$ cat src/core/tpwm_cfg.svh
`ifndef TPWM_CFG_SVH
`define TPWM_CFG_SVH

// ----------------------------------------------------------------------------
// Register indices (byte address is four times the index)
// ----------------------------------------------------------------------------
`define TPWM_IDX_CTRL_A      8'h2F
`define TPWM_IDX_CTRL_B      8'h33
`define TPWM_IDX_COUNT       8'h32
`define TPWM_IDX_CMP_A       8'h36
`define TPWM_IDX_CMP_B       8'h29
`define TPWM_IDX_FLAGS       8'h35

// ----------------------------------------------------------------------------
// Reset values, masks and field positions
// ----------------------------------------------------------------------------
`define TPWM_REG_RST         8'h00
`define TPWM_CTRL_A_WMASK    8'hF3
`define TPWM_WGS2_BIT        3
`define TPWM_FLAG_OVF        0
`define TPWM_FLAG_MFA        1
`define TPWM_FLAG_MFB        2

// ----------------------------------------------------------------------------
// Counter limits, modes and output modes
// ----------------------------------------------------------------------------
`define TPWM_MAX             8'hFF
`define TPWM_BOTTOM          8'h00
`define TPWM_WGS_FAST_MAX    3'h3
`define TPWM_WGS_FAST_CMP    3'h7
`define TPWM_WGS_PHASE_MAX   3'h1
`define TPWM_WGS_PHASE_CMP   3'h5
`define TPWM_OM_OFF          2'h0
`define TPWM_OM_TOGGLE       2'h1
`define TPWM_OM_NONINV       2'h2
`define TPWM_OM_INV          2'h3

// ----------------------------------------------------------------------------
// Periods in ticks with a TOP of MAX, and bus answers
// ----------------------------------------------------------------------------
`define TPWM_FAST_PERIOD     10'h100
`define TPWM_PHASE_PERIOD    10'h1FE
`define TPWM_RESP_OKAY       2'h0
`define TPWM_RESP_SLVERR     2'h2
`define TPWM_ADDR_W          12

`endif

$ cat src/core/tpwm_pkg.sv
package tpwm_pkg;

   // ----------------------------------------------------------------------------
   // Types
   // ----------------------------------------------------------------------------
   // Field layout of the first control register
   typedef struct packed {
      logic [1:0] out_mode_a;
      logic [1:0] out_mode_b;
      logic [1:0] rsvd;
      logic [1:0] wave_gen_select;
   } tpwm_ctrl_a_t;

   // Counting direction, one bit so trivially Gray
   typedef enum logic {
      TPWM_UP   = 1'b0,
      TPWM_DOWN = 1'b1
   } tpwm_dir_t;

endpackage : tpwm_pkg

$ cat src/core/tpwm_top.sv
// The AXI4-Lite register port is this design's own decision.
`timescale 1ns/100ps
`default_nettype none
`include "tpwm_cfg.svh"

// How it works
// - Select 3 or 7 runs fast PWM; TOP is MAX or compare A.
// - Fast PWM counts up to TOP, then clears to BOTTOM next tick.
// - Fast PWM: mode 2 clears on match, sets at BOTTOM; mode 3 inverse.
// - Fast PWM sets the overflow flag whenever the counter reaches TOP.
// - Fast PWM toggle on channel A needs select bit 2; channel B lacks it.
// - Fast PWM with TOP of MAX repeats every 256 ticks.
// - Compare A at BOTTOM gives one-tick spike; at MAX a constant level.
// - Compares are double buffered in PWM modes; toggle with compare zero halves the tick.
// - Select 1 or 5 runs phase-correct PWM; TOP is MAX or compare A.
// - Phase-correct holds TOP one tick, then counts down.
// - Phase-correct non-inverting clears on up match, sets on down match.
// - Phase-correct inverting sets on up match, clears on down match.
// - Phase-correct sets the overflow flag whenever the counter reaches BOTTOM.
// - Phase-correct toggle on channel A needs select bit 2; B lacks it.
// - Phase-correct with TOP of MAX repeats every 510 ticks.
// - Phase-correct compare at BOTTOM gives constant low, at MAX constant high.
// - Phase-correct at TOP takes the up-match result unless compare equals TOP.
// - Phase-correct still applies a missed up-count match at TOP.
// - Everything runs on aclk; the tick is only an enable condition.
// - Control A: modes A 7:6, B 5:4, zero 3:2, select 1:0, reset zero.
// - Select bit 2 lives in the second control register.
// - Compare equal to TOP with mode bit 1 set: match ignored, TOP action kept.
// - Mode 0 leaves the wave output alone; wave outputs reset to zero.
module tpwm_top
   import tpwm_pkg::*;
(
   input  wire logic                    aclk,
   input  wire logic                    aresetn,
   input  wire logic                    timer_tick,
   input  wire logic                    awvalid,
   output logic                         awready,
   input  wire logic [`TPWM_ADDR_W-1:0] awaddr,
   input  wire logic [2:0]              awprot,
   input  wire logic                    wvalid,
   output logic                         wready,
   input  wire logic [31:0]             wdata,
   input  wire logic [3:0]              wstrb,
   output logic                         bvalid,
   input  wire logic                    bready,
   output logic [1:0]                   bresp,
   input  wire logic                    arvalid,
   output logic                         arready,
   input  wire logic [`TPWM_ADDR_W-1:0] araddr,
   input  wire logic [2:0]              arprot,
   output logic                         rvalid,
   input  wire logic                    rready,
   output logic [31:0]                  rdata,
   output logic [1:0]                   rresp,
   output logic                         wave_out_a,
   output logic                         wave_out_b
);

   // ----------------------------------------------------------------------------
   // Register state
   // ----------------------------------------------------------------------------
   tpwm_ctrl_a_t       timer_wave_control_a;
   logic               wave_gen_select_bit2;
   logic [7:0]         count_value;
   tpwm_dir_t          dir;
   logic [1:0][7:0]    cmp_buf;
   logic [1:0][7:0]    cmp_act;
   logic               overflow_flag;
   logic [1:0]         match_flag;
   logic [1:0]         wave;
   logic               match_block;
   logic [`TPWM_ADDR_W-1:0] waddr_q;
   logic [7:0]         wdata_q;
   logic               wlane_q;

   // ----------------------------------------------------------------------------
   // Bus decode
   // ----------------------------------------------------------------------------
   wire        write_go  = !awready && !wready && !bvalid;
   wire        w_hi_zero = (waddr_q[`TPWM_ADDR_W-1:10] == 2'h0);
   wire [7:0]  w_idx     = waddr_q[9:2];
   wire        w_ctrl_a  = write_go && wlane_q && w_hi_zero && (w_idx == `TPWM_IDX_CTRL_A);
   wire        w_ctrl_b  = write_go && wlane_q && w_hi_zero && (w_idx == `TPWM_IDX_CTRL_B);
   wire        w_count   = write_go && wlane_q && w_hi_zero && (w_idx == `TPWM_IDX_COUNT);
   wire        w_cmp_a   = write_go && wlane_q && w_hi_zero && (w_idx == `TPWM_IDX_CMP_A);
   wire        w_cmp_b   = write_go && wlane_q && w_hi_zero && (w_idx == `TPWM_IDX_CMP_B);
   wire        w_flags   = write_go && wlane_q && w_hi_zero && (w_idx == `TPWM_IDX_FLAGS);
   wire        w_mapped  = w_hi_zero && (w_idx == `TPWM_IDX_CTRL_A || w_idx == `TPWM_IDX_CTRL_B ||
                           w_idx == `TPWM_IDX_COUNT || w_idx == `TPWM_IDX_CMP_A ||
                           w_idx == `TPWM_IDX_CMP_B || w_idx == `TPWM_IDX_FLAGS);
   wire        r_hi_zero = (araddr[`TPWM_ADDR_W-1:10] == 2'h0);
   wire [7:0]  r_idx     = araddr[9:2];
   // Reserved bits 3:2 of control A are never stored, so they read zero
   wire [7:0]  r_byte    =
      !r_hi_zero                    ? 8'h00 :
      (r_idx == `TPWM_IDX_CTRL_A)   ? (timer_wave_control_a & `TPWM_CTRL_A_WMASK) :
      (r_idx == `TPWM_IDX_CTRL_B)   ? {4'h0, wave_gen_select_bit2, 3'h0} :
      (r_idx == `TPWM_IDX_COUNT)    ? count_value :
      (r_idx == `TPWM_IDX_CMP_A)    ? cmp_buf[0] :
      (r_idx == `TPWM_IDX_CMP_B)    ? cmp_buf[1] :
      (r_idx == `TPWM_IDX_FLAGS)    ? {5'h00, match_flag[1], match_flag[0], overflow_flag} :
                                      8'h00;
   wire        r_mapped  = r_hi_zero && (r_idx == `TPWM_IDX_CTRL_A || r_idx == `TPWM_IDX_CTRL_B ||
                           r_idx == `TPWM_IDX_COUNT || r_idx == `TPWM_IDX_CMP_A ||
                           r_idx == `TPWM_IDX_CMP_B || r_idx == `TPWM_IDX_FLAGS);

   // ----------------------------------------------------------------------------
   // Mode decode
   // ----------------------------------------------------------------------------
   wire [2:0]  wgs       = {wave_gen_select_bit2, timer_wave_control_a.wave_gen_select};
   wire        is_fast   = (wgs == `TPWM_WGS_FAST_MAX) || (wgs == `TPWM_WGS_FAST_CMP);
   wire        is_phase  = (wgs == `TPWM_WGS_PHASE_MAX) || (wgs == `TPWM_WGS_PHASE_CMP);
   wire        is_pwm    = is_fast || is_phase;
   wire [7:0]  top_val   = (is_pwm && wave_gen_select_bit2) ? cmp_act[0] : `TPWM_MAX;
   wire [7:0]  top_new   = (is_pwm && wave_gen_select_bit2) ? cmp_buf[0] : `TPWM_MAX;
   wire        at_top    = (count_value == top_val);
   wire        at_bot    = (count_value == `TPWM_BOTTOM);
   // tick is an enable term only
   wire        tick      = timer_tick;
   wire        ovf_evt   = tick && (is_fast  ? at_top :
                                    is_phase ? (at_bot && dir == TPWM_DOWN) :
                                               (count_value == `TPWM_MAX));
   wire [1:0][1:0] mode  = {timer_wave_control_a.out_mode_b, timer_wave_control_a.out_mode_a};
   // toggle only on channel A with select bit 2
   wire [1:0]  tog_ok    = {1'b0, (mode[0] == `TPWM_OM_TOGGLE) && wave_gen_select_bit2};
   wire [1:0]  match;
   wire [1:0]  next_wave;

   // ----------------------------------------------------------------------------
   // Per channel compare and waveform
   // ----------------------------------------------------------------------------
   genvar ch;
   generate
      for (ch = 0; ch < 2; ch = ch + 1) begin : g_ch
         wire com1      = mode[ch][1];
         wire up_res    = mode[ch][0];
         wire cmp_top   = (cmp_act[ch] == top_val);
         wire new_top   = (cmp_buf[ch] == top_new);
         assign match[ch] = tick && !match_block && (count_value == cmp_act[ch]);
         // at TOP take up result unless compare sits at TOP; TOP action kept
         wire ph_top    = is_phase && tick && at_top && dir == TPWM_UP && com1;
         // up match gives up result, down match the opposite; BOTTOM counts as up
         wire ph_match  = is_phase && match[ch] && com1 && !at_top;
         wire ph_upside = (dir == TPWM_UP) || at_bot;
         wire fa_top    = is_fast && tick && at_top && com1;
         // match ignored when compare equals TOP
         wire fa_match  = is_fast && match[ch] && com1 && !cmp_top;
         // extremes by priority, mode 0 holds
         assign next_wave[ch] =
            ph_top               ? (new_top ? ~up_res : up_res) :
            ph_match             ? (ph_upside ? up_res : ~up_res) :
            fa_top               ? ~up_res :
            fa_match             ? up_res :
            (is_pwm && match[ch] && tog_ok[ch]) ? ~wave[ch] :
                                   wave[ch];

         // double buffered compare, loaded at TOP in PWM modes
         always_ff @(posedge aclk) begin
            if (!aresetn) begin
               cmp_act[ch] <= `TPWM_REG_RST;
            end else if (!is_pwm || (tick && at_top)) begin
               cmp_act[ch] <= cmp_buf[ch];
            end
         end

         // wave output register resets to zero
         always_ff @(posedge aclk) begin
            if (!aresetn) begin
               wave[ch] <= 1'b0;
            end else begin
               wave[ch] <= next_wave[ch];
            end
         end

         // Match flag: set wins over a software clear
         always_ff @(posedge aclk) begin
            if (!aresetn) begin
               match_flag[ch] <= 1'b0;
            end else if (match[ch]) begin
               match_flag[ch] <= 1'b1;
            end else if (w_flags && wdata_q[`TPWM_FLAG_MFA + ch]) begin
               match_flag[ch] <= 1'b0;
            end
         end
      end
   endgenerate

   assign wave_out_a = wave[0];
   assign wave_out_b = wave[1];

   // ----------------------------------------------------------------------------
   // Counter and direction
   // ----------------------------------------------------------------------------
   logic [7:0] next_count;
   tpwm_dir_t  next_dir;
   always_comb begin
      next_count = count_value;
      next_dir   = dir;
      if (tick) begin
         case ({is_phase, is_fast})
            // clear to BOTTOM on the tick after TOP
            2'b01: begin
               next_count = at_top ? `TPWM_BOTTOM : count_value + 8'h01;
               next_dir   = TPWM_UP;
            end
            // reverse at TOP, reverse at BOTTOM
            2'b10: begin
               if (dir == TPWM_UP) begin
                  if (at_top) begin
                     next_dir   = TPWM_DOWN;
                     next_count = at_bot ? count_value : count_value - 8'h01;
                  end else begin
                     next_count = count_value + 8'h01;
                  end
               end else begin
                  if (at_bot) begin
                     next_dir   = TPWM_UP;
                     next_count = at_top ? count_value : count_value + 8'h01;
                  end else begin
                     next_count = count_value - 8'h01;
                  end
               end
            end
            default: begin
               next_count = count_value + 8'h01;
               next_dir   = TPWM_UP;
            end
         endcase
      end
      // Software write wins over counting
      if (w_count) begin
         next_count = wdata_q;
      end
   end

   // Counter, direction and one-tick match block after a software write
   always_ff @(posedge aclk) begin
      if (!aresetn) begin
         count_value <= `TPWM_REG_RST;
         dir         <= TPWM_UP;
         match_block <= 1'b0;
      end else begin
         count_value <= next_count;
         dir         <= next_dir;
         match_block <= w_count || (match_block && !tick);
      end
   end

   // overflow flag, set wins over a software clear
   always_ff @(posedge aclk) begin
      if (!aresetn) begin
         overflow_flag <= 1'b0;
      end else if (ovf_evt) begin
         overflow_flag <= 1'b1;
      end else if (w_flags && wdata_q[`TPWM_FLAG_OVF]) begin
         overflow_flag <= 1'b0;
      end
   end

   // ----------------------------------------------------------------------------
   // Software registers
   // ----------------------------------------------------------------------------
   // control fields; mode bits act at once, not buffered
   always_ff @(posedge aclk) begin
      if (!aresetn) begin
         timer_wave_control_a <= tpwm_ctrl_a_t'(`TPWM_REG_RST);
         wave_gen_select_bit2 <= 1'b0;
         cmp_buf              <= {`TPWM_REG_RST, `TPWM_REG_RST};
      end else begin
         if (w_ctrl_a) begin
            timer_wave_control_a <= tpwm_ctrl_a_t'(wdata_q & `TPWM_CTRL_A_WMASK);
         end
         if (w_ctrl_b) begin
            wave_gen_select_bit2 <= wdata_q[`TPWM_WGS2_BIT];
         end
         if (w_cmp_a) begin
            cmp_buf[0] <= wdata_q;
         end
         if (w_cmp_b) begin
            cmp_buf[1] <= wdata_q;
         end
      end
   end

   // ----------------------------------------------------------------------------
   // AXI4-Lite slave
   // ----------------------------------------------------------------------------
   // Address and data are taken independently; response once both are held
   always_ff @(posedge aclk) begin
      if (!aresetn) begin
         awready <= 1'b1;
         wready  <= 1'b1;
         bvalid  <= 1'b0;
         bresp   <= `TPWM_RESP_OKAY;
         waddr_q <= '0;
         wdata_q <= 8'h00;
         wlane_q <= 1'b0;
      end else begin
         if (awvalid && awready) begin
            awready <= 1'b0;
            waddr_q <= awaddr;
         end
         if (wvalid && wready) begin
            wready  <= 1'b0;
            wdata_q <= wdata[7:0];
            wlane_q <= wstrb[0];
         end
         if (write_go) begin
            bvalid <= 1'b1;
            bresp  <= w_mapped ? `TPWM_RESP_OKAY : `TPWM_RESP_SLVERR;
         end
         if (bvalid && bready) begin
            bvalid  <= 1'b0;
            awready <= 1'b1;
            wready  <= 1'b1;
         end
      end
   end

   // Reads answer one cycle after the address is taken
   always_ff @(posedge aclk) begin
      if (!aresetn) begin
         arready <= 1'b1;
         rvalid  <= 1'b0;
         rdata   <= 32'h0000_0000;
         rresp   <= `TPWM_RESP_OKAY;
      end else if (arvalid && arready) begin
         arready <= 1'b0;
         rvalid  <= 1'b1;
         rdata   <= {24'h00_0000, r_byte};
         rresp   <= r_mapped ? `TPWM_RESP_OKAY : `TPWM_RESP_SLVERR;
      end else if (rvalid && rready) begin
         rvalid  <= 1'b0;
         arready <= 1'b1;
      end
   end

   // Helper: ticks since the last overflow, and overflows since a disturbance
   logic [9:0] per_cnt;
   logic [1:0] per_seen;
   wire        disturb = w_ctrl_a || w_ctrl_b || w_count;
   always_ff @(posedge aclk) begin
      if (!aresetn) begin
         per_cnt  <= 10'h000;
         per_seen <= 2'h0;
      end else begin
         per_cnt  <= ovf_evt ? 10'h000 : (tick ? per_cnt + 10'h001 : per_cnt);
         per_seen <= disturb ? 2'h0 : ((ovf_evt && per_seen != 2'h2) ? per_seen + 2'h1 : per_seen);
      end
   end
endmodule : tpwm_top

`default_nettype wire

$ cat config.mk
export PLATFORM = sky130hd
export DESIGN_NAME = tpwm_top
export DESIGN_NICKNAME = d
export VERILOG_FILES = /design/src/core/tpwm_pkg.sv /design/src/core/tpwm_top.sv
export VERILOG_INCLUDE_DIRS = /design/src /design/src/core
export SDC_FILE = /design/constraint.sdc
export NUM_CORES = 1
export LEC_CHECK = 0
export ABC_CLOCK_PERIOD_IN_PS = 3050
export BUFFER_PORTS_ARGS = -buffer_cell sky130_fd_sc_hd__buf_2
export CORE_ASPECT_RATIO = 1.1
export CORE_MARGIN = 2
export CORE_UTILIZATION = 40
export DETAILED_ROUTE_END_ITERATION = 10
export HOLD_SLACK_MARGIN = 0.03
export PLACE_DENSITY = 0.67
export SLEW_MARGIN = 15
export SYNTH_ARGS = -nofsm -noshare
export SYNTH_HDL_FRONTEND = slang
export SYNTH_SLANG_ARGS = --single-unit
$ cat constraint.sdc
create_clock -name aclk -period 3.05 [get_ports aclk]
set_input_delay 0.61 -clock aclk [delete_from_list [all_inputs] [get_ports aclk]]
set_output_delay 0.61 -clock aclk [all_outputs]
set_load 0.005 [all_outputs]
==> results of run 1 <==
synthesized netlist by cell type, types with 3 or more instances:
library cell / count
dfxtp_1: 88
nand2_1: 86
nor2_1: 79
a21oi_1: 53
mux2i_1: 45
buf_4: 28
nand3_1: 28
o21ai_0: 28
clkbuf_1: 22
xnor2_1: 21
inv_1: 16
nor3_1: 16
a22oi_1: 13
xor2_1: 11
nand4_1: 10
buf_2: 9
nor4_1: 8
a211oi_1: 6
nand3b_1: 6
nor2b_1: 6
or3_1: 6
a31oi_1: 5
o22ai_1: 5
a32oi_1: 4
and2_1: 4
nand2b_1: 4
nor4bb_1: 4
o2111ai_1: 4
or4_1: 4
and4b_1: 3
buf_6: 3
ha_1: 3
nand4bb_1: 3
nor4b_1: 3
o211ai_1: 3
o32ai_1: 3
flip-flops by register name (all words and copies together) (netlist names), 8 cells and up:
signal	flops
waddr_q	10
cmp_act	16
rdata	8
count_value	8
wdata_q	8
cmp_buf	16
path summary, 6_finish.rpt:
kind | startpoint | end | depth (start not counted)
max | timer_wave_control_a[0] | count_value[2] | 7
min | rdata[3] | rdata[3] | 2
max reg2reg | timer_wave_control_a[0] | count_value[2] | 7
min reg2reg | rdata[3] | rdata[3] | 2
layout make-up:
| cell class | count | area, sq um |
|---|---|---|
| inverters | 17 | 63.81 |
| repair buffers | 72 | 420.4 |
| well taps | 184 | 230.2 |
| clock inverters | 7 | 87.58 |
| clock buffers | 9 | 225.2 |
| fillers | 1348 | 7127 |
| multi-input cells | 543 | 3352 |
| flip-flops and latches | 88 | 1762 |
routing by layer:
metal	track usage	part of all wire	up-vias
met1	0.2831	0.43	2395
met3	0.01959	0.064	32
met5	0	0	-
met2	0.3392	0.48	212
met4	0.08717	0.028	0
li1	-	-	2523
cell families (layout without fill, tap and decap cells):
logic type | Yosys count | count (layout)
AOI/OAI and AO/OA | 149 | 149
xor gates and xnor gates | 32 | 32
adders and majority gates | 3 | 3
buffers and inverters | 81 | 105
DFF | 88 | 88
muxes | 47 | 47
other | 1 | 26
and+or+nand+nor | 286 | 286
power by group through the flow:
| stage | sequential, mW | clock [mW] | combinational (mW) |
|---|---|---|---|
| after global routing | 1.22 | 1.24 | 0.298 |
| after floorplan | 1.22 | 0 | 0.210 |
| after detailed placement | 1.25 | 0 | 0.264 |
| after CTS | 1.22 | 1.20 | 0.266 |
| final | 1.22 | 1.19 | 0.267 |
| after global placement | 1.25 | 0 | 0.263 |
critical path: stages, from the launching register on:
cell and delay [ns]:
dfxtp_1 0.64, nand2_2 0.20, nor4_2 0.42, o32ai_4 0.22
nor2_2 0.31, o21ai_0 0.20, a2111o_1 0.40, o221a_1 0.23
per-stage QoR:
| step | hold slack, ns | total power [mW] | cells | instance area [sq um] |
|---|---|---|---|---|
| 6_report | 0.4550 | 2.674 | 920 | 6141 |
| 4_1_cts | 0.4594 | 2.682 | 920 | 6141 |
| 5_1_grt | 0.4883 | 2.762 | 920 | 6141 |
| 3_3_place_gp | 0.4422 | 1.509 | 904 | 5828 |
| 3_5_place_dp | 0.4509 | 1.511 | 904 | 5828 |
| 2_1_floorplan | 0.4360 | 1.434 | 712 | 5550 |
==> impl_metrics.py, run 1 <==
metrics = {
    "sta": {
        "tightest_slew_ns": 0.7503,
        "final_hold_viol_count": 0,
        "fin_skew_ns": 0.008534,
        "fin_crit_ns": 2.735,
        "rsz0062_at_grt": "false",
        "finalSetupViolations": 0,
        "fin_setup_tns_ns": 0,
        "timing.fmax_mhz": 365.7,
        "maxSlewHeadroom": 0.4960,
        "slew_viol_final": 0,
        "finalCritPeriodShare": 0.8966,
        "setup_slack_ns": 0.3154,
    },
    "clock_tree": {
        "clk_pin_slew_ns": 0.07,
        "cts.sinks": 88,
        "cts_setup_buffers": 0,
        "cts_hold_buf": 0,
        "cts_buffers": 9,
        "cts_buffer_depth": 2,
        "tritoncts": "done",
        "htree_levels": 3,
        "clock_latency_ns": 0.35,
        "ctsRootBufferMaster": "clkbuf_16",
        "post_cts_resized": 0,
    },
    "yosys": {
        "ys_warn_count": 0,
        "synth_largest_area_cell": "dfxtp_1",
        "synth-edff-count": 0,
        "synth_mux_area_frac": 0.08668,
        "synth_top_family_by_area": "simple AND/OR/NAND/NOR gates",
        "synthAdderAreaFrac": 0.006879,
        "synth-async-reset-ratio": 0,
        "synth-seq-area-share": 0.3229,
        "synth_xor_area_frac": 0.05136,
        "syn_area_per_cell_sq_um": 7.942,
        "synth_cell_type_count": 71,
        "synth_compound_area_frac": 0.1871,
        "synth_area_leaders": "dfxtp_1, mux2i_1, nand2_1",
        "synth_ff_type": "dfxtp_1",
        "netlist_instances": 687,
        "synth-simple-area-share": 0.2632,
        "synth_top_area_share": 0.3229,
        "synth_area_sq_um": 5456,
        "ys_ff_latch": 88,
    },
    "grt": {
        "overflow": 0,
        "grt_pass1_vias": 4530,
        "antenna_found_initial": 0,
        "grt_max_degree": 78,
        "grt_usage": 0.2091,
        "grt_first_pass_wirelength_um": 24090,
    },
    "worst_setup_path": {
        "end_kind": "register",
        "critPathArrivalTime_ns": 2.98,
        "cp-start-kind": "register",
        "worstSetupPathType": "reg -> reg",
        "rrSetupSlack_ns": 0.32,
        "cp.required_ns": 3.29,
        "cp_max_fo": 12,
    },
    "floorplan": {
        "row_count": 44,
        "core-area_sq_um": 13270,
        "start_util": 0.4113,
        "dieArea_sq_um": 14590,
        "io-pin-count": 117,
        "dieHeight_um": 126.5,
        "die-width_um": 115.4,
    },
    "detailed_routing": {
        "drt_wl_total_um": 15270,
        "num_vias": 5162,
        "drc": 0,
        "viasPerCell": 5.611,
        "drtAntennaViolNets": 0,
        "first_pass_iters": 5,
        "avgRoutedWirePerCell_um": 16.60,
        "first_iter_violations": 449,
    },
    "power": {
        "switching_share": 0.2750,
        "leakage_nw": 2.363,
        "combinationalPowerShare": 0.100,
        "ir_drop_mv": 0.3845,
        "power_frac_seq": 0.457,
        "p_int_mw": 1.938,
        "p_switching_mw": 0.7354,
        "clkPwrFrac": 0.444,
        "powerDensity_nw_per_um2": 435.4,
    },
    "outcome": {
        "status": "finished clean",
    },
    "layout": {
        "drive_gt1_frac": 0.1495,
        "fin_util": 0.4628,
        "final_common_cell": "dfxtp_1",
        "nNetsFinal": 808,
        "area_growth_pct": 12.54,
        "final_cell_mix": "dfxtp_1, nand2_1, nor2_1",
        "n_antenna_cell": 0,
    },
    "place": {
        "hpwl_um": 11290,
        "gp_congestion": 0.9618,
        "io_buffers": 53,
        "place_worst_setup_slack_ns": 0.3598,
    },
    "worst_hold_path": {
        "worst_hold_path_type": "reg -> reg",
    },
    "run": {
        "maxCapViolCount": 0,
    },
}
(Power assumes the default switching activity.)
==> inputs of run 2 (changes only) <==
--- a/config.mk
+++ b/config.mk
@@ -10,10 +10,10 @@
 export BUFFER_PORTS_ARGS = -buffer_cell sky130_fd_sc_hd__buf_2
 export CORE_ASPECT_RATIO = 1.1
 export CORE_MARGIN = 2
-export CORE_UTILIZATION = 40
+export CORE_UTILIZATION = 55
 export DETAILED_ROUTE_END_ITERATION = 10
 export HOLD_SLACK_MARGIN = 0.03
-export PLACE_DENSITY = 0.67
+export PLACE_DENSITY = 0.85
 export SLEW_MARGIN = 15
 export SYNTH_ARGS = -nofsm -noshare
 export SYNTH_HDL_FRONTEND = slang
==> impl_metrics.py, run 2 (same netlist as run 1, synthesis figures left out) <==
metrics = {
    "outcome": {
        "status": "finished clean",
    },
    "floorplan": {
        "io-pin-count": 117,
        "dieHeight_um": 108.5,
        "start_util": 0.5598,
        "core-area_sq_um": 9747,
        "row_count": 38,
        "die-width_um": 98.97,
        "dieArea_sq_um": 10730,
    },
    "clock_tree": {
        "clock_latency_ns": 0.37,
        "ctsRootBufferMaster": "clkbuf_8",
        "cts.sinks": 88,
        "cts_buffers": 9,
        "post_cts_resized": 0,
        "clk_pin_slew_ns": 0.11,
        "tritoncts": "done",
        "cts_hold_buf": 0,
        "cts_buffer_depth": 2,
        "htree_levels": 3,
        "cts_setup_buffers": 0,
    },
    "power": {
        "power_frac_seq": 0.536,
        "leakage_nw": 2.313,
        "switching_share": 0.3013,
        "powerDensity_nw_per_um2": 384.3,
        "ir_drop_mv": 0.2891,
        "combinationalPowerShare": 0.116,
        "clkPwrFrac": 0.348,
        "p_switching_mw": 0.6871,
        "p_int_mw": 1.593,
        "power.total_mw": 2.280,
    },
    "sta": {
        "timing.fmax_mhz": 370.3,
        "finalSetupViolations": 0,
        "tightest_slew_ns": 0.8005,
        "rsz0062_at_grt": "false",
        "fin_crit_ns": 2.700,
        "finalCritPeriodShare": 0.8854,
        "slew_viol_final": 0,
        "fin_setup_tns_ns": 0,
        "maxSlewHeadroom": 0.4643,
        "fin_skew_ns": 0.01844,
        "final_hold_viol_count": 0,
    },
    "place": {
        "hpwl_um": 11670,
        "io_buffers": 53,
        "gp_congestion": 1.011,
        "place_inst": 842,
        "post_dp_cell_area_sq_um": 5751,
    },
    "worst_setup_path": {
        "critPathArrivalTime_ns": 2.98,
        "worstSetupPathType": "reg -> reg",
        "cpMaxStageDelayCell": "dfxtp_1",
        "cp-start-kind": "register",
        "cp_max_fo": 9,
        "crit_chain": "nand2_2 -> nor4_2 -> o32ai_4 -> nor2_2 -> o21ai_0 -> a2111o_1 -> o221a_1",
        "cp.required_ns": 3.33,
        "end_kind": "register",
        "slowest_delay_ns": 0.57,
    },
    "grt": {
        "met3_usage": 0.03878,
        "overflow": 0,
        "top_usage_layer": "met2",
        "grt_first_pass_wirelength_um": 24680,
        "grt_pass1_vias": 4942,
        "grtUsageMet2": 0.4802,
        "antenna_found_initial": 0,
        "grt_usage": 0.2899,
        "use_met1": 0.3600,
        "grt_max_degree": 37,
    },
    "layout": {
        "drive_gt1_frac": 0.1518,
        "nFillCells": 843,
        "nNetsFinal": 810,
        "fin_cells": 858,
        "final_cell_mix": "dfxtp_1, nand2_1, nor2_1",
        "area_growth_pct": 8.759,
        "n_antenna_cell": 0,
        "final_common_cell": "dfxtp_1",
        "reg_top3": "cmp_act: 16 flops, cmp_buf: 16 flops, waddr_q: 10 flops",
        "final_cell_area_sq_um": 5934,
    },
    "detailed_routing": {
        "num_vias": 5409,
        "drtAntennaViolNets": 0,
        "avgRoutedWirePerCell_um": 18.36,
        "drc": 0,
        "viasPerCell": 6.304,
        "drt_wl_total_um": 15750,
        "first_pass_iters": 6,
        "first_iter_violations": 699,
    },
    "run": {
        "maxCapViolCount": 0,
    },
    "worst_hold_path": {
        "worst_hold_path_type": "in -> reg",
    },
}
run 2: area by class of cell:
| class | count | area, sq um | share of cell area |
|---|---|---|---|
| multi-input combinational | 543 | 3352 | 0.5648 |
| sequential | 88 | 1762 | 0.2969 |
| timing repair buffer | 74 | 422.9 | 0.07126 |
| tap | 120 | 150.1 | 0.02530 |
| clock buffer | 9 | 123.9 | 0.02087 |
| inverter | 17 | 63.81 | 0.01075 |
| clock inverter | 7 | 60.06 | 0.01012 |
run 2: critical path, delay by kind of cell, from the launching register on:
kind            cells  cell delay [ns]
compound gates      4             1.11
flops               1             0.57
simple gates        3             0.92
run 2: final timing paths:
kind | cells past startpoint | end | startpoint | slack [ns]
setup reg to reg | 7 | count_value[2] | timer_wave_control_a[0] | 0.35
hold reg to reg | 2 | rdata[3] | rdata[3] | 0.47
setup / recovery | 7 | count_value[2] | timer_wave_control_a[0] | 0.35
hold / removal | 2 | awready | awvalid | 0.44
run 2: per-stage QoR:
step / util / worst slack [ns] / hold slack [ns]
after floorplan: - / 0.8679 / 0.4360
after global placement: 0.5900 / 0.4753 / 0.4438
after detailed placement: 0.5900 / 0.4520 / 0.4551
after global routing: 0.6089 / 0.2736 / 0.4588
after CTS: 0.6089 / 0.4128 / 0.4284
final: 0.6089 / 0.3496 / 0.4359
run 2: layer usage:
metal / vias up / wire length, um
met5: - / 0
li1: 2502 / -
met2: 330 / 7446
met3: 77 / 1421
met1: 2500 / 6125
met4: 0 / 757
run 2: power by group through the flow:
stage          sequential (mW)  clock [mW]  combinational (mW)
3_3_place_gp              1.24           0               0.249
4_1_cts                   1.22       0.798               0.260
6_report                  1.22       0.793               0.265
2_1_floorplan             1.22           0               0.210
5_1_grt                   1.23       0.843               0.291
3_5_place_dp              1.25           0               0.257
==> inputs of run 3 (changes only) <==
--- a/config.mk
+++ b/config.mk
@@ -6,7 +6,7 @@
 export SDC_FILE = /design/constraint.sdc
 export NUM_CORES = 1
 export LEC_CHECK = 0
-export ABC_CLOCK_PERIOD_IN_PS = 3050
+export ABC_CLOCK_PERIOD_IN_PS = 3500
 export BUFFER_PORTS_ARGS = -buffer_cell sky130_fd_sc_hd__buf_2
 export CORE_ASPECT_RATIO = 1.1
 export CORE_MARGIN = 2
==> constraint.sdc (replaced) <==
create_clock -name aclk -period 3.5 [get_ports aclk]
set_input_delay 0.7 -clock aclk [delete_from_list [all_inputs] [get_ports aclk]]
set_output_delay 0.7 -clock aclk [all_outputs]
set_load 0.005 [all_outputs]
==> impl_metrics.py, run 3 (same netlist as run 1, synthesis figures left out) <==
metrics = {
    "power": {
        "power_frac_seq": 0.521,
        "clkPwrFrac": 0.369,
        "power.total_mw": 2.044,
        "p_int_mw": 1.458,
        "switching_share": 0.2869,
        "powerDensity_nw_per_um2": 346.5,
        "combinationalPowerShare": 0.110,
        "p_switching_mw": 0.5865,
        "leakage_nw": 2.282,
        "ir_drop_mv": 0.2749,
    },
    "detailed_routing": {
        "drtAntennaViolNets": 0,
        "first_pass_iters": 8,
        "viasPerCell": 6.244,
        "num_vias": 5307,
        "avgRoutedWirePerCell_um": 18.40,
        "drt_wl_total_um": 15640,
        "drc": 0,
        "first_iter_violations": 498,
    },
    "floorplan": {
        "dieArea_sq_um": 10730,
        "io-pin-count": 117,
        "die-width_um": 98.97,
        "row_count": 38,
        "start_util": 0.5598,
        "dieHeight_um": 108.5,
        "core-area_sq_um": 9747,
    },
    "clock_tree": {
        "post_cts_resized": 0,
        "tritoncts": "done",
        "cts_buffers": 9,
        "clk_pin_slew_ns": 0.10,
        "clock_latency_ns": 0.37,
        "cts_setup_buffers": 0,
        "cts.sinks": 88,
        "cts_hold_buf": 0,
        "cts_buffer_depth": 2,
        "ctsRootBufferMaster": "clkbuf_8",
        "htree_levels": 3,
    },
    "outcome": {
        "status": "finished clean",
    },
    "worst_setup_path": {
        "end_kind": "register",
        "worstSetupPathType": "reg -> reg",
        "reg2regPathDepth": 7,
        "cp_max_fo": 11,
        "cp-start-kind": "register",
        "cp.required_ns": 3.75,
        "rrSetupSlack_ns": 0.74,
        "critPathArrivalTime_ns": 3.01,
        "r2r_start": "timer_wave_control_a[0]",
        "r2r-end": "count_value[5]",
    },
    "run": {
        "maxCapViolCount": 0,
    },
    "sta": {
        "tightest_slew_ns": 0.8074,
        "finalCritPeriodShare": 0.7895,
        "fin_skew_ns": 0.01181,
        "maxSlewHeadroom": 0.4597,
        "finalSetupViolations": 0,
        "timing.fmax_mhz": 361.9,
        "setup_slack_ns": 0.7368,
        "slew_viol_final": 0,
        "fin_crit_ns": 2.763,
        "final_hold_viol_count": 0,
        "fin_setup_tns_ns": 0,
        "rsz0062_at_grt": "false",
    },
    "grt": {
        "grt_pass1_vias": 4894,
        "overflow": 0,
        "grt_first_pass_wirelength_um": 24920,
        "grt_usage": 0.2923,
        "antenna_found_initial": 0,
        "grt_max_degree": 55,
    },
    "layout": {
        "fin_cells": 850,
        "final_cell_mix": "dfxtp_1, nand2_1, nor2_1",
        "area_growth_pct": 8.117,
        "n_antenna_cell": 0,
        "final_common_cell": "dfxtp_1",
        "drive_gt1_frac": 0.1425,
        "reg_top3": "cmp_act: 16 flops, cmp_buf: 16 flops, waddr_q: 10 flops",
        "nNetsFinal": 802,
        "nFillCells": 847,
    },
    "place": {
        "hpwl_um": 11410,
        "io_buffers": 53,
        "gp_congestion": 0.9372,
        "place_inst": 834,
        "place_worst_setup_slack_ns": 0.8059,
    },
    "worst_hold_path": {
        "hold_start": "waddr_q[9]",
        "worst_hold_path_type": "reg -> reg",
        "min_path_cells": 2,
        "hold_path_end": "waddr_q[9]",
    },
}
## run 3: cell types whose count changed in the layout (fill, tap and decap cells not counted), sizes merged
cell    before  now
bufinv       0    1
buf         74   66
clkinv       1    0
## run 3: power groups by stage
stage | Sequential, mW | Clock, mW | Combinational [mW]
floorplan | 1.07 | 0 | 0.183
global placement | 1.09 | 0 | 0.213
detailed placement | 1.09 | 0 | 0.220
CTS | 1.06 | 0.762 | 0.222
global route | 1.07 | 0.809 | 0.250
finish | 1.07 | 0.754 | 0.225
## run 3: area by class of cell
cell class	instances	area, sq um	area share
Multi-Input combinational cell	543	3352	0.5682
Clock buffer	9	123.9	0.02100
Timing Repair Buffer	66	362.8	0.06151
Tap cell	120	150.1	0.02545
Inverter	17	63.81	0.01082
Sequential cell	88	1762	0.2986
Clock inverter	7	85.08	0.01442
## run 3: how the worst max path moves through the flow
stage	startpoint	to	slack [ns]	cells after the start
2_1_floorplan	wave_gen_select_bit2	count_value[2]	1.32	9
3_3_place_gp	timer_wave_control_a[0]	count_value[2]	0.87	7
3_5_place_dp	timer_wave_control_a[0]	count_value[5]	0.81	7
4_1_cts	timer_wave_control_a[0]	count_value[5]	0.78	7
5_1_grt	timer_wave_control_a[0]	count_value[5]	0.54	7
6_report	timer_wave_control_a[0]	count_value[5]	0.74	7
## run 3: stage by stage
step	utilization	hold WS, ns	area (sq um)
detailed placement	0.5838	0.4508	5690
global placement	0.5838	0.4431	5690
floorplan	-	0.4360	5550
CTS	0.6053	0.4648	5899
global route	0.6053	0.4996	5899
finish	0.6053	0.4648	5899
## run 3: routing by layer
metal / wire (um) / vias to the layer above / GRT usage
li1: - / 2492 / -
met1: 6143 / 2478 / 0.3683
met2: 7344 / 271 / 0.4628
met3: 1303 / 66 / 0.05624
met4: 846 / 0 / 0.1771
met5: 0 / - / 0
## run 3: worst max-delay path: stages, from the launching register on
cell and delay (ns):
dfxtp_1 0.62, nand2_2 0.20, nor4_2 0.41, o32ai_4 0.21, o41ai_4 0.70, nor3_1 0.16, a32oi_1 0.24, o211ai_1 0.10
